`config.mk`:
```
export PLATFORM = sky130hd
export DESIGN_NAME = ret_timer_two
export DESIGN_NICKNAME = d
export VERILOG_FILES = /design/src/ret_pkg.sv /design/src/ret_timer_two.sv
export SDC_FILE = /design/constraint.sdc
export NUM_CORES = 1
export LEC_CHECK = 0
export BUFFER_PORTS_ARGS = -buffer_cell sky130_fd_sc_hd__clkbuf_2
export CAP_MARGIN = 0
export CELL_PAD_IN_SITES_DETAIL_PLACEMENT = 2
export CELL_PAD_IN_SITES_GLOBAL_PLACEMENT = 2
export CORE_MARGIN = 5
export CORE_UTILIZATION = 35
export DETAILED_ROUTE_END_ITERATION = 10
export PLACE_DENSITY_LB_ADDON = 0.1
export SYNTH_ARGS = -nofsm -noshare
export SYNTH_HDL_FRONTEND = slang
export SYNTH_SLANG_ARGS = --single-unit
```
`constraint.sdc`:
```
create_clock -name clock -period 3.55 [get_ports clock]
set_input_delay 0.1775 -clock clock [delete_from_list [all_inputs] [get_ports clock]]
set_output_delay 0.1775 -clock clock [all_outputs]
set_load 0.05 [all_outputs]
```
`src/ret_pkg.sv`:
```
// Constants for the second configurable event timer of the contactless frontend.
// Assumes a 200 MHz system clock and a 13.56 MHz contactless clock arriving on a pin.
package ret_pkg;
    // Register byte addresses on the APB bus.
    localparam logic [7:0] ADDR_CONFIG = 8'h10;
    localparam logic [7:0] ADDR_PRESET = 8'h14;
    localparam logic [7:0] ADDR_VALUE = 8'h18;
    localparam logic [7:0] ADDR_STATUS = 8'h1C;
    // Field positions of the configuration register.
    localparam int HALT_RX_BEGIN_BIT = 20;
    localparam int HALT_TX_BEGIN_BIT = 19;
    localparam int HALT_EXT_ON_BIT = 18;
    localparam int HALT_EXT_OFF_BIT = 17;
    localparam int HALT_OWN_ON_BIT = 16;
    localparam int HALT_OWN_OFF_BIT = 15;
    localparam int GO_RX_BEGIN_BIT = 14;
    localparam int GO_RX_END_BIT = 13;
    localparam int GO_TX_BEGIN_BIT = 12;
    localparam int GO_TX_END_BIT = 11;
    localparam int GO_EXT_ON_BIT = 10;
    localparam int GO_EXT_OFF_BIT = 9;
    localparam int GO_OWN_ON_BIT = 8;
    localparam int GO_OWN_OFF_BIT = 7;
    localparam int GO_NOW_BIT = 6;
    localparam int DIV_SEL_HI = 5;
    localparam int DIV_SEL_LO = 3;
    localparam int SOURCE_SEL_BIT = 2;
    localparam int RELOAD_BIT = 1;
    localparam int ENABLE_BIT = 0;
    // Writable bits of the configuration register; the rest read as zero.
    localparam logic [31:0] CONFIG_MASK = 32'h001F_FFFF;
    // Status register fields.
    localparam int STAT_RUNNING_BIT = 0;
    localparam int STAT_EXPIRED_BIT = 1;
    // Reset values.
    localparam logic [31:0] CONFIG_RESET = 32'h0000_0000;
    localparam logic [31:0] PRESET_RESET = 32'h0000_0000;
    // Default width of the down-counter.
    localparam int COUNT_W_DEFAULT = 20;
    // Width of the prescaler counter: eight halving steps below 13.56 MHz.
    localparam int DIV_W = 8;
    // Contactless clock, in kHz, and system clock period, in ns.
    localparam int CL_CLOCK_KHZ = 13560;
    localparam int SYS_PERIOD_NS = 5;
endpackage

```
`src/ret_timer_two.sv`:
```
// Second event-driven down-counting timer with its APB register slave.
// Assumes the frame and field inputs come from logic on clock; the contactless
// clock is a pin and is sampled through three flip-flops.
//
// Functional notes
// Halt bit set: stop the timer once a received frame shows 4 bits.
// Halt bit set: stop the timer when transmission begins.
// Halt bit set: stop the timer when an external field appears.
// Halt bit set: stop the timer when the external field disappears.
// Halt bits set: stop the timer when own field switches on or off.
// Go bit set: start the timer on the first received bit.
// Go bit set: start the timer when reception ends.
// Go bit set: start the timer when transmission begins.
// Go bit set: start the timer when transmission ends.
// Go bit set: start the timer when an external field appears.
// Go bit set: start the timer when the external field is lost.
// Go bits set: start the timer when own field switches on or off.
// Immediate-start bit starts the timer at once.
// Three-bit divider select: 6.78 MHz at 000b halving down to 53 kHz.
// Source bit clear counts at 13.56 MHz; set uses divided rate.
// Reload clear: on expiry stop and hold counter at zero.
// Reload set: on expiry reload preset and keep counting.
// Timer works only while enabled; all configuration resets to zero.
// Expiry is the counter reaching zero and is reported to status.
// Events sampled on the timer clock; stop beats start in one cycle.
module ret_timer_two
#(
    parameter int COUNT_W = ret_pkg::COUNT_W_DEFAULT
)
(
    input wire logic clock,
    input wire logic rst,
    input wire logic psel,
    input wire logic penable,
    input wire logic pwrite,
    input wire logic [7:0] paddr,
    input wire logic [31:0] pwdata,
    output logic [31:0] prdata,
    output logic pready,
    output logic pslverr,
    input wire logic contactless_interface_clock,
    input wire logic rx_first_bit,
    input wire logic rx_four_bits,
    input wire logic rx_done,
    input wire logic tx_begin,
    input wire logic tx_done,
    input wire logic external_field,
    input wire logic own_field,
    output logic timer_running,
    output logic timer_expired,
    output logic [COUNT_W-1:0] timer_value
);
    import ret_pkg::*;

    logic [31:0] config_ff;
    logic [COUNT_W-1:0] preset_ff;
    logic [COUNT_W-1:0] count_ff;
    logic running_ff;
    logic expired_sticky_ff;
    logic expire_pulse_ff;
    logic [31:0] prdata_ff;
    logic pready_ff;
    logic pslverr_ff;
    logic [2:0] cl_sync_ff;
    logic cl_level_ff;
    logic [DIV_W-1:0] div_ff;
    logic ext_prev_ff;
    logic own_prev_ff;
    logic go_now_ff;

    logic setup_phase;
    logic wr_access;
    logic addr_known;
    logic cl_rise;
    logic [DIV_W-1:0] div_mask;
    logic div_tick;
    logic tick;
    logic ext_on;
    logic ext_off;
    logic own_on;
    logic own_off;
    logic halt_event;
    logic go_event;
    logic expiring;
    logic [COUNT_W-1:0] nxt_count;
    logic nxt_running;

    // Requests are decoded in the setup cycle so that the answer is registered
    // and ready in the first access cycle.
    assign setup_phase = psel && !penable;
    assign wr_access = psel && penable && pwrite && pready_ff;
    assign addr_known = (paddr == ADDR_CONFIG) || (paddr == ADDR_PRESET)
        || (paddr == ADDR_VALUE) || (paddr == ADDR_STATUS);

    always_ff @(posedge clock or posedge rst)
    begin
        if (rst)
        begin
            pready_ff <= 1'b0;
            pslverr_ff <= 1'b0;
        end
        else
        begin
            pready_ff <= setup_phase;
            pslverr_ff <= setup_phase && !addr_known;
        end
    end

    always_ff @(posedge clock or posedge rst)
    begin
        if (rst)
        begin
            prdata_ff <= 32'h0000_0000;
        end
        else if (setup_phase && !pwrite)
        begin
            case (paddr)
                ADDR_CONFIG: prdata_ff <= config_ff;
                ADDR_PRESET: prdata_ff <= 32'(preset_ff);
                ADDR_VALUE: prdata_ff <= 32'(count_ff);
                ADDR_STATUS:
                begin
                    prdata_ff <= 32'h0000_0000;
                    prdata_ff[STAT_RUNNING_BIT] <= running_ff;
                    prdata_ff[STAT_EXPIRED_BIT] <= expired_sticky_ff;
                end
                default: prdata_ff <= 32'h0000_0000;
            endcase
        end
        else if (setup_phase)
        begin
            prdata_ff <= 32'h0000_0000;
        end
    end

    always_ff @(posedge clock or posedge rst)
    begin
        if (rst)
        begin
            config_ff <= CONFIG_RESET;
            preset_ff <= PRESET_RESET[COUNT_W-1:0];
        end
        else if (wr_access && paddr == ADDR_CONFIG)
        begin
            config_ff <= pwdata & CONFIG_MASK;
        end
        else if (wr_access && paddr == ADDR_PRESET)
        begin
            preset_ff <= pwdata[COUNT_W-1:0];
        end
    end

    // A write that sets the immediate-start bit is one start event.
    always_ff @(posedge clock or posedge rst)
    begin
        if (rst)
        begin
            go_now_ff <= 1'b0;
        end
        else
        begin
            go_now_ff <= wr_access && (paddr == ADDR_CONFIG) && pwdata[GO_NOW_BIT];
        end
    end

    // The contactless clock is sampled on three flops; an edge counts once the
    // second and third agree.
    always_ff @(posedge clock or posedge rst)
    begin
        if (rst)
        begin
            cl_sync_ff <= 3'b000;
            cl_level_ff <= 1'b0;
        end
        else
        begin
            cl_sync_ff <= {cl_sync_ff[1:0], contactless_interface_clock};
            if (cl_sync_ff[1] == cl_sync_ff[2])
            begin
                cl_level_ff <= cl_sync_ff[2];
            end
        end
    end

    assign cl_rise = (cl_sync_ff[1] == cl_sync_ff[2]) && cl_sync_ff[2] && !cl_level_ff;

    // Divider select n ticks once every 2^(n+1) contactless cycles.
    assign div_mask = DIV_W'((9'h002 << config_ff[DIV_SEL_HI:DIV_SEL_LO]) - 9'h001);
    assign div_tick = cl_rise && ((div_ff & div_mask) == div_mask);
    assign tick = config_ff[SOURCE_SEL_BIT] ? div_tick : cl_rise;

    always_ff @(posedge clock or posedge rst)
    begin
        if (rst)
        begin
            div_ff <= '0;
        end
        else if (!config_ff[ENABLE_BIT])
        begin
            div_ff <= '0;
        end
        else if (cl_rise)
        begin
            div_ff <= div_ff + DIV_W'(1);
        end
    end

    always_ff @(posedge clock or posedge rst)
    begin
        if (rst)
        begin
            ext_prev_ff <= 1'b0;
            own_prev_ff <= 1'b0;
        end
        else
        begin
            ext_prev_ff <= external_field;
            own_prev_ff <= own_field;
        end
    end

    assign ext_on = external_field && !ext_prev_ff;
    assign ext_off = !external_field && ext_prev_ff;
    assign own_on = own_field && !own_prev_ff;
    assign own_off = !own_field && own_prev_ff;

    assign halt_event = (config_ff[HALT_RX_BEGIN_BIT] && rx_four_bits)
        || (config_ff[HALT_TX_BEGIN_BIT] && tx_begin)
        || (config_ff[HALT_EXT_ON_BIT] && ext_on)
        || (config_ff[HALT_EXT_OFF_BIT] && ext_off)
        || (config_ff[HALT_OWN_ON_BIT] && own_on)
        || (config_ff[HALT_OWN_OFF_BIT] && own_off);

    assign go_event = (config_ff[GO_RX_BEGIN_BIT] && rx_first_bit)
        || (config_ff[GO_RX_END_BIT] && rx_done)
        || (config_ff[GO_TX_BEGIN_BIT] && tx_begin)
        || (config_ff[GO_TX_END_BIT] && tx_done)
        || (config_ff[GO_EXT_ON_BIT] && ext_on)
        || (config_ff[GO_EXT_OFF_BIT] && ext_off)
        || (config_ff[GO_OWN_ON_BIT] && own_on)
        || (config_ff[GO_OWN_OFF_BIT] && own_off)
        || go_now_ff;

    assign expiring = running_ff && tick && (count_ff <= COUNT_W'(1));

    always_comb
    begin
        nxt_count = count_ff;
        nxt_running = running_ff;
        if (!config_ff[ENABLE_BIT])
        begin
            nxt_running = 1'b0;
        end
        else if (halt_event)
        begin
            nxt_running = 1'b0;
        end
        else if (go_event)
        begin
            nxt_running = 1'b1;
            nxt_count = preset_ff;
        end
        else if (expiring && config_ff[RELOAD_BIT])
        begin
            nxt_count = preset_ff;
        end
        else if (expiring)
        begin
            nxt_count = '0;
            nxt_running = 1'b0;
        end
        else if (running_ff && tick)
        begin
            nxt_count = count_ff - COUNT_W'(1);
        end
    end

    always_ff @(posedge clock or posedge rst)
    begin
        if (rst)
        begin
            count_ff <= '0;
            running_ff <= 1'b0;
        end
        else
        begin
            count_ff <= nxt_count;
            running_ff <= nxt_running;
        end
    end

    // Expiry is flagged sticky; writing one to the flag clears it, but a new
    // expiry in the same cycle wins.
    always_ff @(posedge clock or posedge rst)
    begin
        if (rst)
        begin
            expired_sticky_ff <= 1'b0;
            expire_pulse_ff <= 1'b0;
        end
        else
        begin
            expire_pulse_ff <= expiring && !halt_event && !go_event
                && config_ff[ENABLE_BIT];
            if (expiring && !halt_event && !go_event && config_ff[ENABLE_BIT])
            begin
                expired_sticky_ff <= 1'b1;
            end
            else if (wr_access && paddr == ADDR_STATUS && pwdata[STAT_EXPIRED_BIT])
            begin
                expired_sticky_ff <= 1'b0;
            end
        end
    end

    assign prdata = prdata_ff;
    assign pready = pready_ff;
    assign pslverr = pslverr_ff;
    assign timer_running = running_ff;
    assign timer_expired = expire_pulse_ff;
    assign timer_value = count_ff;
endmodule

```
== Word-level counts from Yosys, hierarchy flattened ==
Index checks and enable logic that the tools add are counted.

* Bits in registers: 113
* Input port bits: 53

* Equality and inequality tests: 9
* Add/sub/neg operators: 3
* Bitwise gates (word level): 3
* Muxes and demuxes: 17
* Reduce and logical (&&, ||, !) cells: 70
* Magnitude comparators: 1
* Shift operators: 1

{| class="wikitable"
|+ Operators with widths
! cell !! count
|-
| 21-bit one-hot mux with 4 select lines || 1
|-
| 20-bit two-way mux || 4
|-
| 32-bit two-way mux || 2
|-
| 1-bit logical AND || 38
|-
| 8-bit by 5-bit == test with 1-bit output, second input constant || 4
|-
| 20-bit by 1-bit less-or-equal comparator with 1-bit output, second input constant || 1
|-
| 20-bit by 1-bit subtractor with 20-bit output, second input constant || 1
|-
| 1-bit logical OR || 16
|-
| 8-bit two-way mux || 2
|-
| 1-bit logical NOT || 10
|-
| 8-bit by 1-bit adder with 8-bit output, second input constant || 1
|-
| 8-bit AND || 1
|-
| 8-bit == test || 1
|-
| 1-bit two-way mux || 8
|-
| 2-bit by 3-bit << shifter with 8-bit output, first input constant || 1
|-
| 8-bit by 1-bit subtractor with 8-bit output, second input constant || 1
|-
| 4-bit by 1-bit inequality test with 1-bit output, second input constant || 1
|-
| 4-bit inequality test, second input constant || 1
|-
| 2-bit AND reduction || 2
|-
| 2-bit nonzero test || 2
|-
| 4-bit nonzero test || 1
|-
| 3-bit AND reduction || 1
|-
| 2-bit by 1-bit inequality test with 1-bit output, second input constant || 1
|-
| 1-bit NOT || 2
|-
| 1-bit == test || 1
|}

== Logic depth before layout (Yosys ltp) ==
* Word-level depth: 13
* Gate-level depth with buffers: 13

== Worst setup path before layout ==
Ideal clock, no wire load.

* Path kind: reg-to-reg
* Start: register config_ff[4]
* End: register count_ff[12], in the netlist timer_value[12]
* Cell stages (with the launch flop): 12
* Arrival time: 2612 ps
* Path slack: 809 ps
* Library setup time: 129 ps
* Cell sequence: dfrtp_1 buf_2 or3_1 ha_1 o2111ai_1 a2111oi_2 o211a_1 buf_4 buf_4 nand4_1 a32oi_1 o31ai_1

* Cells in the longest elaborated chain, start to end: 11
* Elaborated cells on any way between the ends: 14

{| class="wikitable"
|+ RTL lines
! item !! RTL line !! source
|-
| from (decl) || ret_timer_two.sv:55 || <nowiki>logic [31:0] config_ff;</nowiki>
|-
| from (signal assigned) || ret_timer_two.sv:145 || <nowiki>config_ff <= pwdata & CONFIG_MASK;</nowiki>
|-
| 2-bit by 3-bit << shifter with 8-bit output (*) || ret_timer_two.sv:188 || <nowiki>assign div_mask = DIV_W'((9'h002 << config_ff[DIV_SEL_HI:DIV_SEL_LO]) - 9'h001);</nowiki>
|-
| 8-bit by 1-bit subtractor with 8-bit output (*) || ret_timer_two.sv:188 ||
|-
| 8-bit AND || ret_timer_two.sv:189 || <nowiki>assign div_tick = cl_rise && ((div_ff & div_mask) == div_mask);</nowiki>
|-
| 8-bit == test (*) || ret_timer_two.sv:189 ||
|-
| 1-bit logical AND (*) || ret_timer_two.sv:189 ||
|-
| 1-bit two-way mux (*) || ret_timer_two.sv:190 || <nowiki>assign tick = config_ff[SOURCE_SEL_BIT] ? div_tick : cl_rise;</nowiki>
|-
| 1-bit logical AND (*) || ret_timer_two.sv:244, ret_timer_two.sv:272 ||
|-
| 1-bit logical AND || ret_timer_two.sv:244 || <nowiki>assign expiring = running_ff && tick && (count_ff <= COUNT_W'(1));</nowiki>
|-
| 1-bit logical AND or 20-bit two-way mux (tied branches) || ret_timer_two.sv:263, ret_timer_two.sv:267 ||
|-
| 4-bit nonzero test (no source line) or 20-bit two-way mux (tied branches) || -- ||
|-
| 3-bit AND reduction (no source line) or 20-bit two-way mux (tied branches) || -- ||
|-
| to (signal assigned) || ret_timer_two.sv:287 || <nowiki>count_ff <= nxt_count;</nowiki>
|-
| to (decl) || ret_timer_two.sv:57 || <nowiki>logic [COUNT_W-1:0] count_ff;</nowiki>
|}

Mark *: on every way between the ends. The rest lies on a longest branch, timed or not.
A chain may end at the register's enable or synchronous reset.

== Worst setup path after layout ==
* Start: register config_ff[4]
* End: register count_ff[19], in the netlist timer_value[19]

The elaborated chain is that of the path after synthesis.

==> summary.md <==
| Metric | Value |
|---|---|
| Status | `finished, final reports clean` |
| Diode count | `0` |
| Drt total wl | `roughly 19000 um` |
| CP Launch Type | `register` |
| Clk buf depth | `2` |
| CP Data Required Time | `between 3000 and 4000 ps` |
| Site row count | `45` |
| Largest net degree at the start of global routing | `52` |
| FF+latch count, synth | `102` |
| Synth Area per Inst | `a little over 10 um^2` |
| Hold/Removal Path Class | `input pin to register` |
| Clock skew | `9.03 ps` |
| Final hold violation count | `0` |
| Grt peak-use layer | `met2` |
| Crit path to | `timer_value[19]$_DFFE_PP0P_` |
| GRT Total Usage | `21.8%` |
| Asr flop ratio synth | `100%` |
| Die area | `between 15000 and 20000 um^2` |
| GR Overflow Total | `0` |
| Num ports | `approximately 110` |
| Post-route DRC | `0` |
| Fmax achieved | `0.310 GHz` |
| Clock share of power | `47.2%` |
| Critical-path cell list | `or3_1 > ha_1 > or3_1 > a21oi_1 > o211ai_1 > o211a_1 > o21ai_2 > a21oi_1 > o221ai_1` |
| Slowest stage delay, CP | `710 ps` |
| Worst-path clk slew | `approximately 80 ps` |
| Count of different cell masters after synthesis | `a little under 70` |
| Via-to-Cell Ratio | `around 5.7` |
| Top_reg_cell synth | `dfrtp_1` |
| DP Worst Slack | `between 300 and 400 ps` |
| PwrDens | `around 390 nW/um^2` |
| H-Tree Depth | `3` |
| Crit path max fanout | `17` |
| Post-DRT Antenna Nets | `0` |
| Fin nets | `about 680` |
| Routed vias | `between 4000 and 5000` |
| RSZ-0062 raised after global routing | `no` |
| Clk sinks | `~100` |
| CTS tree | `yes` |
| YS warnings | `0` |
| Overall power | `approximately 2.5 mW` |
| Worst slew pin tran | `roughly 910 ps` |
| Root Buffer | `clkbuf_16` |
| Share of cells above drive strength 1 | `about 31%` |
| Initial antenna violation count | `1` |
| Final Cell Area | `around 6500 um^2` |
| Power Internal | `1.93 mW` |
| Ranking of synthesized cells by area | `dfrtp_1, mux2_2, nand2_1` |
| Critical Path Source | `config_ff[4]$_DFFE_PP0P_` |
| First-pass GRT wire length | `between 30000 and 40000 um` |
| Leakage | `3.01 nW` |
| Crit Path Class | `register to register` |
| Post-Synthesis Cells | `~530` |
| Cts repair resizes | `0` |
| Setup TNS | `0 ps` |
| FF-to-FF setup slack | `320 ps` |
| Worst r2r path cells | `9` |
| Fin cells | `roughly 800` |
| Max-slew headroom | `38.5%` |
| Yosys top cell area share | `roughly 47%` |
| Vias in the first global route | `5042` |
| CTS Buf Count | `9` |
| Port buffer count | `86` |
| Slowest stage cell, crit path | `o21ai_2` |
| GPL Wtd Cong | `around 0.9` |
| Max Cap Viol | `0` |
| Reg2reg end | `timer_value[19]$_DFFE_PP0P_` |
| Clk_lat worst skew | `360 ps` |
| Synth area leader | `dfrtp_1` |
| Sw Pwr | `between 500 and 600 uW` |
| Die Wd | `around 130 um` |
| Max IR drop VDD | `~0.23 mV` |
| TritonRoute pass-1 iters | `4` |
| Logic pwr share | `under 10%` |
| Global Route met1 Usage | `a little under a third` |
| EDFF count, synth | `0` |
| Die Y | `134 um` |
| Post-DP Area | `roughly 6100 um^2` |
| Final WS setup | `around 320 ps` |
| Global routing usage on met3 | `3.46%` |
| Worst path arrival time | `between 3000 and 4000 ps` |
| Worst Setup End Kind | `register` |
| R2R Path Start | `config_ff[4]$_DFFE_PP0P_` |
| Postcts setup bufs | `0` |
| Syn-to-layout area delta | `19.7%` |
| Sw Share | `a little under a quarter` |
| Initial Util | `a little over a third` |
| Inst Count DP | `798` |
| Core Area | `between 15000 and 20000 um^2` |
| Setup violators final | `0` |
| DRT iter0 DRCs | `242` |
| Post-detail-place hpwl | `about 14000 um` |
| Routed WL per cell | `roughly 23 um` |
| Max Slew Vio Count | `0` |
| Met2 usage | `33.7%` |
| Reg power frac | `approximately 47%` |
| Cell Area, Synth | `around 5400 um^2` |
| Final worst path period share | `between 90% and 100%` |
| Minimum clock period | `approximately 3200 ps` |
| Register area share after synthesis | `a little under half` |
[per-layer routing]
| layer | up-vias | part of all wire (%) |
|---|---|---|
| li1 | 2124 | - |
| met1 | 2409 | 49 |
| met2 | 120 | 45 |
| met3 | 20 | 4.8 |
| met4 | 2 | 1.4 |
| met5 | - | 0.068 |
[what timing repair did]
item,in CTS,in global routing
endpoints found under the hold margin,52,0
hold buffers,4,0
endpoints found under the setup margin,0,0
[worst max-delay path: cells and delay by family (launching register included)]
kind | cells | cell delay, ps
simple gates | 2 | 760
compound gates | 6 | 1670
flops | 1 | 410
fa+ha+maj | 1 | 280
[power by group through the flow]
| stage | clock network (mW) | registers (mW) | logic (mW) |
|---|---|---|---|
| final | 1.19 | 1.17 | 0.155 |
| after global routing | 1.25 | 1.18 | 0.171 |
| after global placement | 0 | 1.20 | 0.151 |
| after detailed placement | 0 | 1.20 | 0.155 |
| after floorplan | 0 | 1.20 | 0.0978 |
| after CTS | 1.21 | 1.17 | 0.159 |
[per-stage QoR]
step,hold WS (ps),util (%)
3_5_place_dp,290,40.1
5_1_grt,59.3,42.7
3_3_place_gp,293,40.1
4_1_cts,56.3,42.7
2_1_floorplan,209,-
6_report,62.6,42.7
[worst min path at each step]
stage	from	to	depth (start not counted)
3_5_place_dp	contactless_interface_clock	cl_sync_ff[0]$_DFF_PP0_	1
2_1_floorplan	contactless_interface_clock	cl_sync_ff[0]$_DFF_PP0_	0
3_3_place_gp	contactless_interface_clock	cl_sync_ff[0]$_DFF_PP0_	1
4_1_cts	pwdata[13]	config_ff[13]$_DFFE_PP0P_	2
5_1_grt	pwdata[13]	config_ff[13]$_DFFE_PP0P_	2
6_report	pwdata[13]	config_ff[13]$_DFFE_PP0P_	2
[state kept, by name (all words and copies together) (netlist names), 3 cells and up]
| signal | cells |
|---|---|
| cl_sync_ff | 3 |
| config_ff | 21 |
| div_ff | 8 |
| prdata | 21 |
| preset_ff | 20 |
| timer_value | 20 |
[placed cells by master (no fill, tap or decap), types with 19 or more instances in the layout]
master | Yosys | final
dfrtp_1 | 102 | 102
clkbuf_2 | 1 | 86
nand2_1 | 53 | 53
mux2_2 | 42 | 42
a21oi_1 | 38 | 38
nor2_1 | 37 | 37
buf_4 | 13 | 23
o31ai_1 | 22 | 22
o21ai_0 | 20 | 20
mux2i_1 | 19 | 19
[Yosys cell counts, types with 3 or more instances]
master and n:
buf_4 13, a22oi_1 6, a32oi_1 5, ha_1 5
o21ai_0 20, o31ai_1 22, nor4_1 6, nand3_1 9
a221oi_1 3, nand4_1 11, inv_1 14, o311ai_0 4
nand2_1 53, mux2i_1 19, or2_2 3, xnor2_1 4
nor3_1 4, nor2b_1 7, a21boi_0 3, nor2_1 37
mux2_2 42, clkbuf_1 24, a31oi_1 6, a21oi_1 38
dfrtp_1 102, or3_1 7, o22ai_1 5, and2_1 6
[final cells by class]
type / count / area (um^2)
Multi-Input combinational cell: 385 / 2650
Clock buffer: 10 / 239
Fill cell: 1656 / 8710
Inverter: 14 / 55.1
Clock inverter: 6 / 115
Sequential cell: 102 / 2550
Tap cell: 188 / 235
Timing Repair Buffer: 113 / 643
[logic make-up after synthesis]
group	after synthesis	share of synthesized area, %
buffers and inverters	55	4.78
AO/OA/AOI/OAI	136	17.2
flip-flops	102	47.1
multiplexers	63	13.1
AND/OR/NAND/NOR	165	15.8
adder cells (fa/ha/maj)	5	1.15
other	1	0.0692
XOR/XNOR	5	0.808
(Power assumes the default switching activity.)
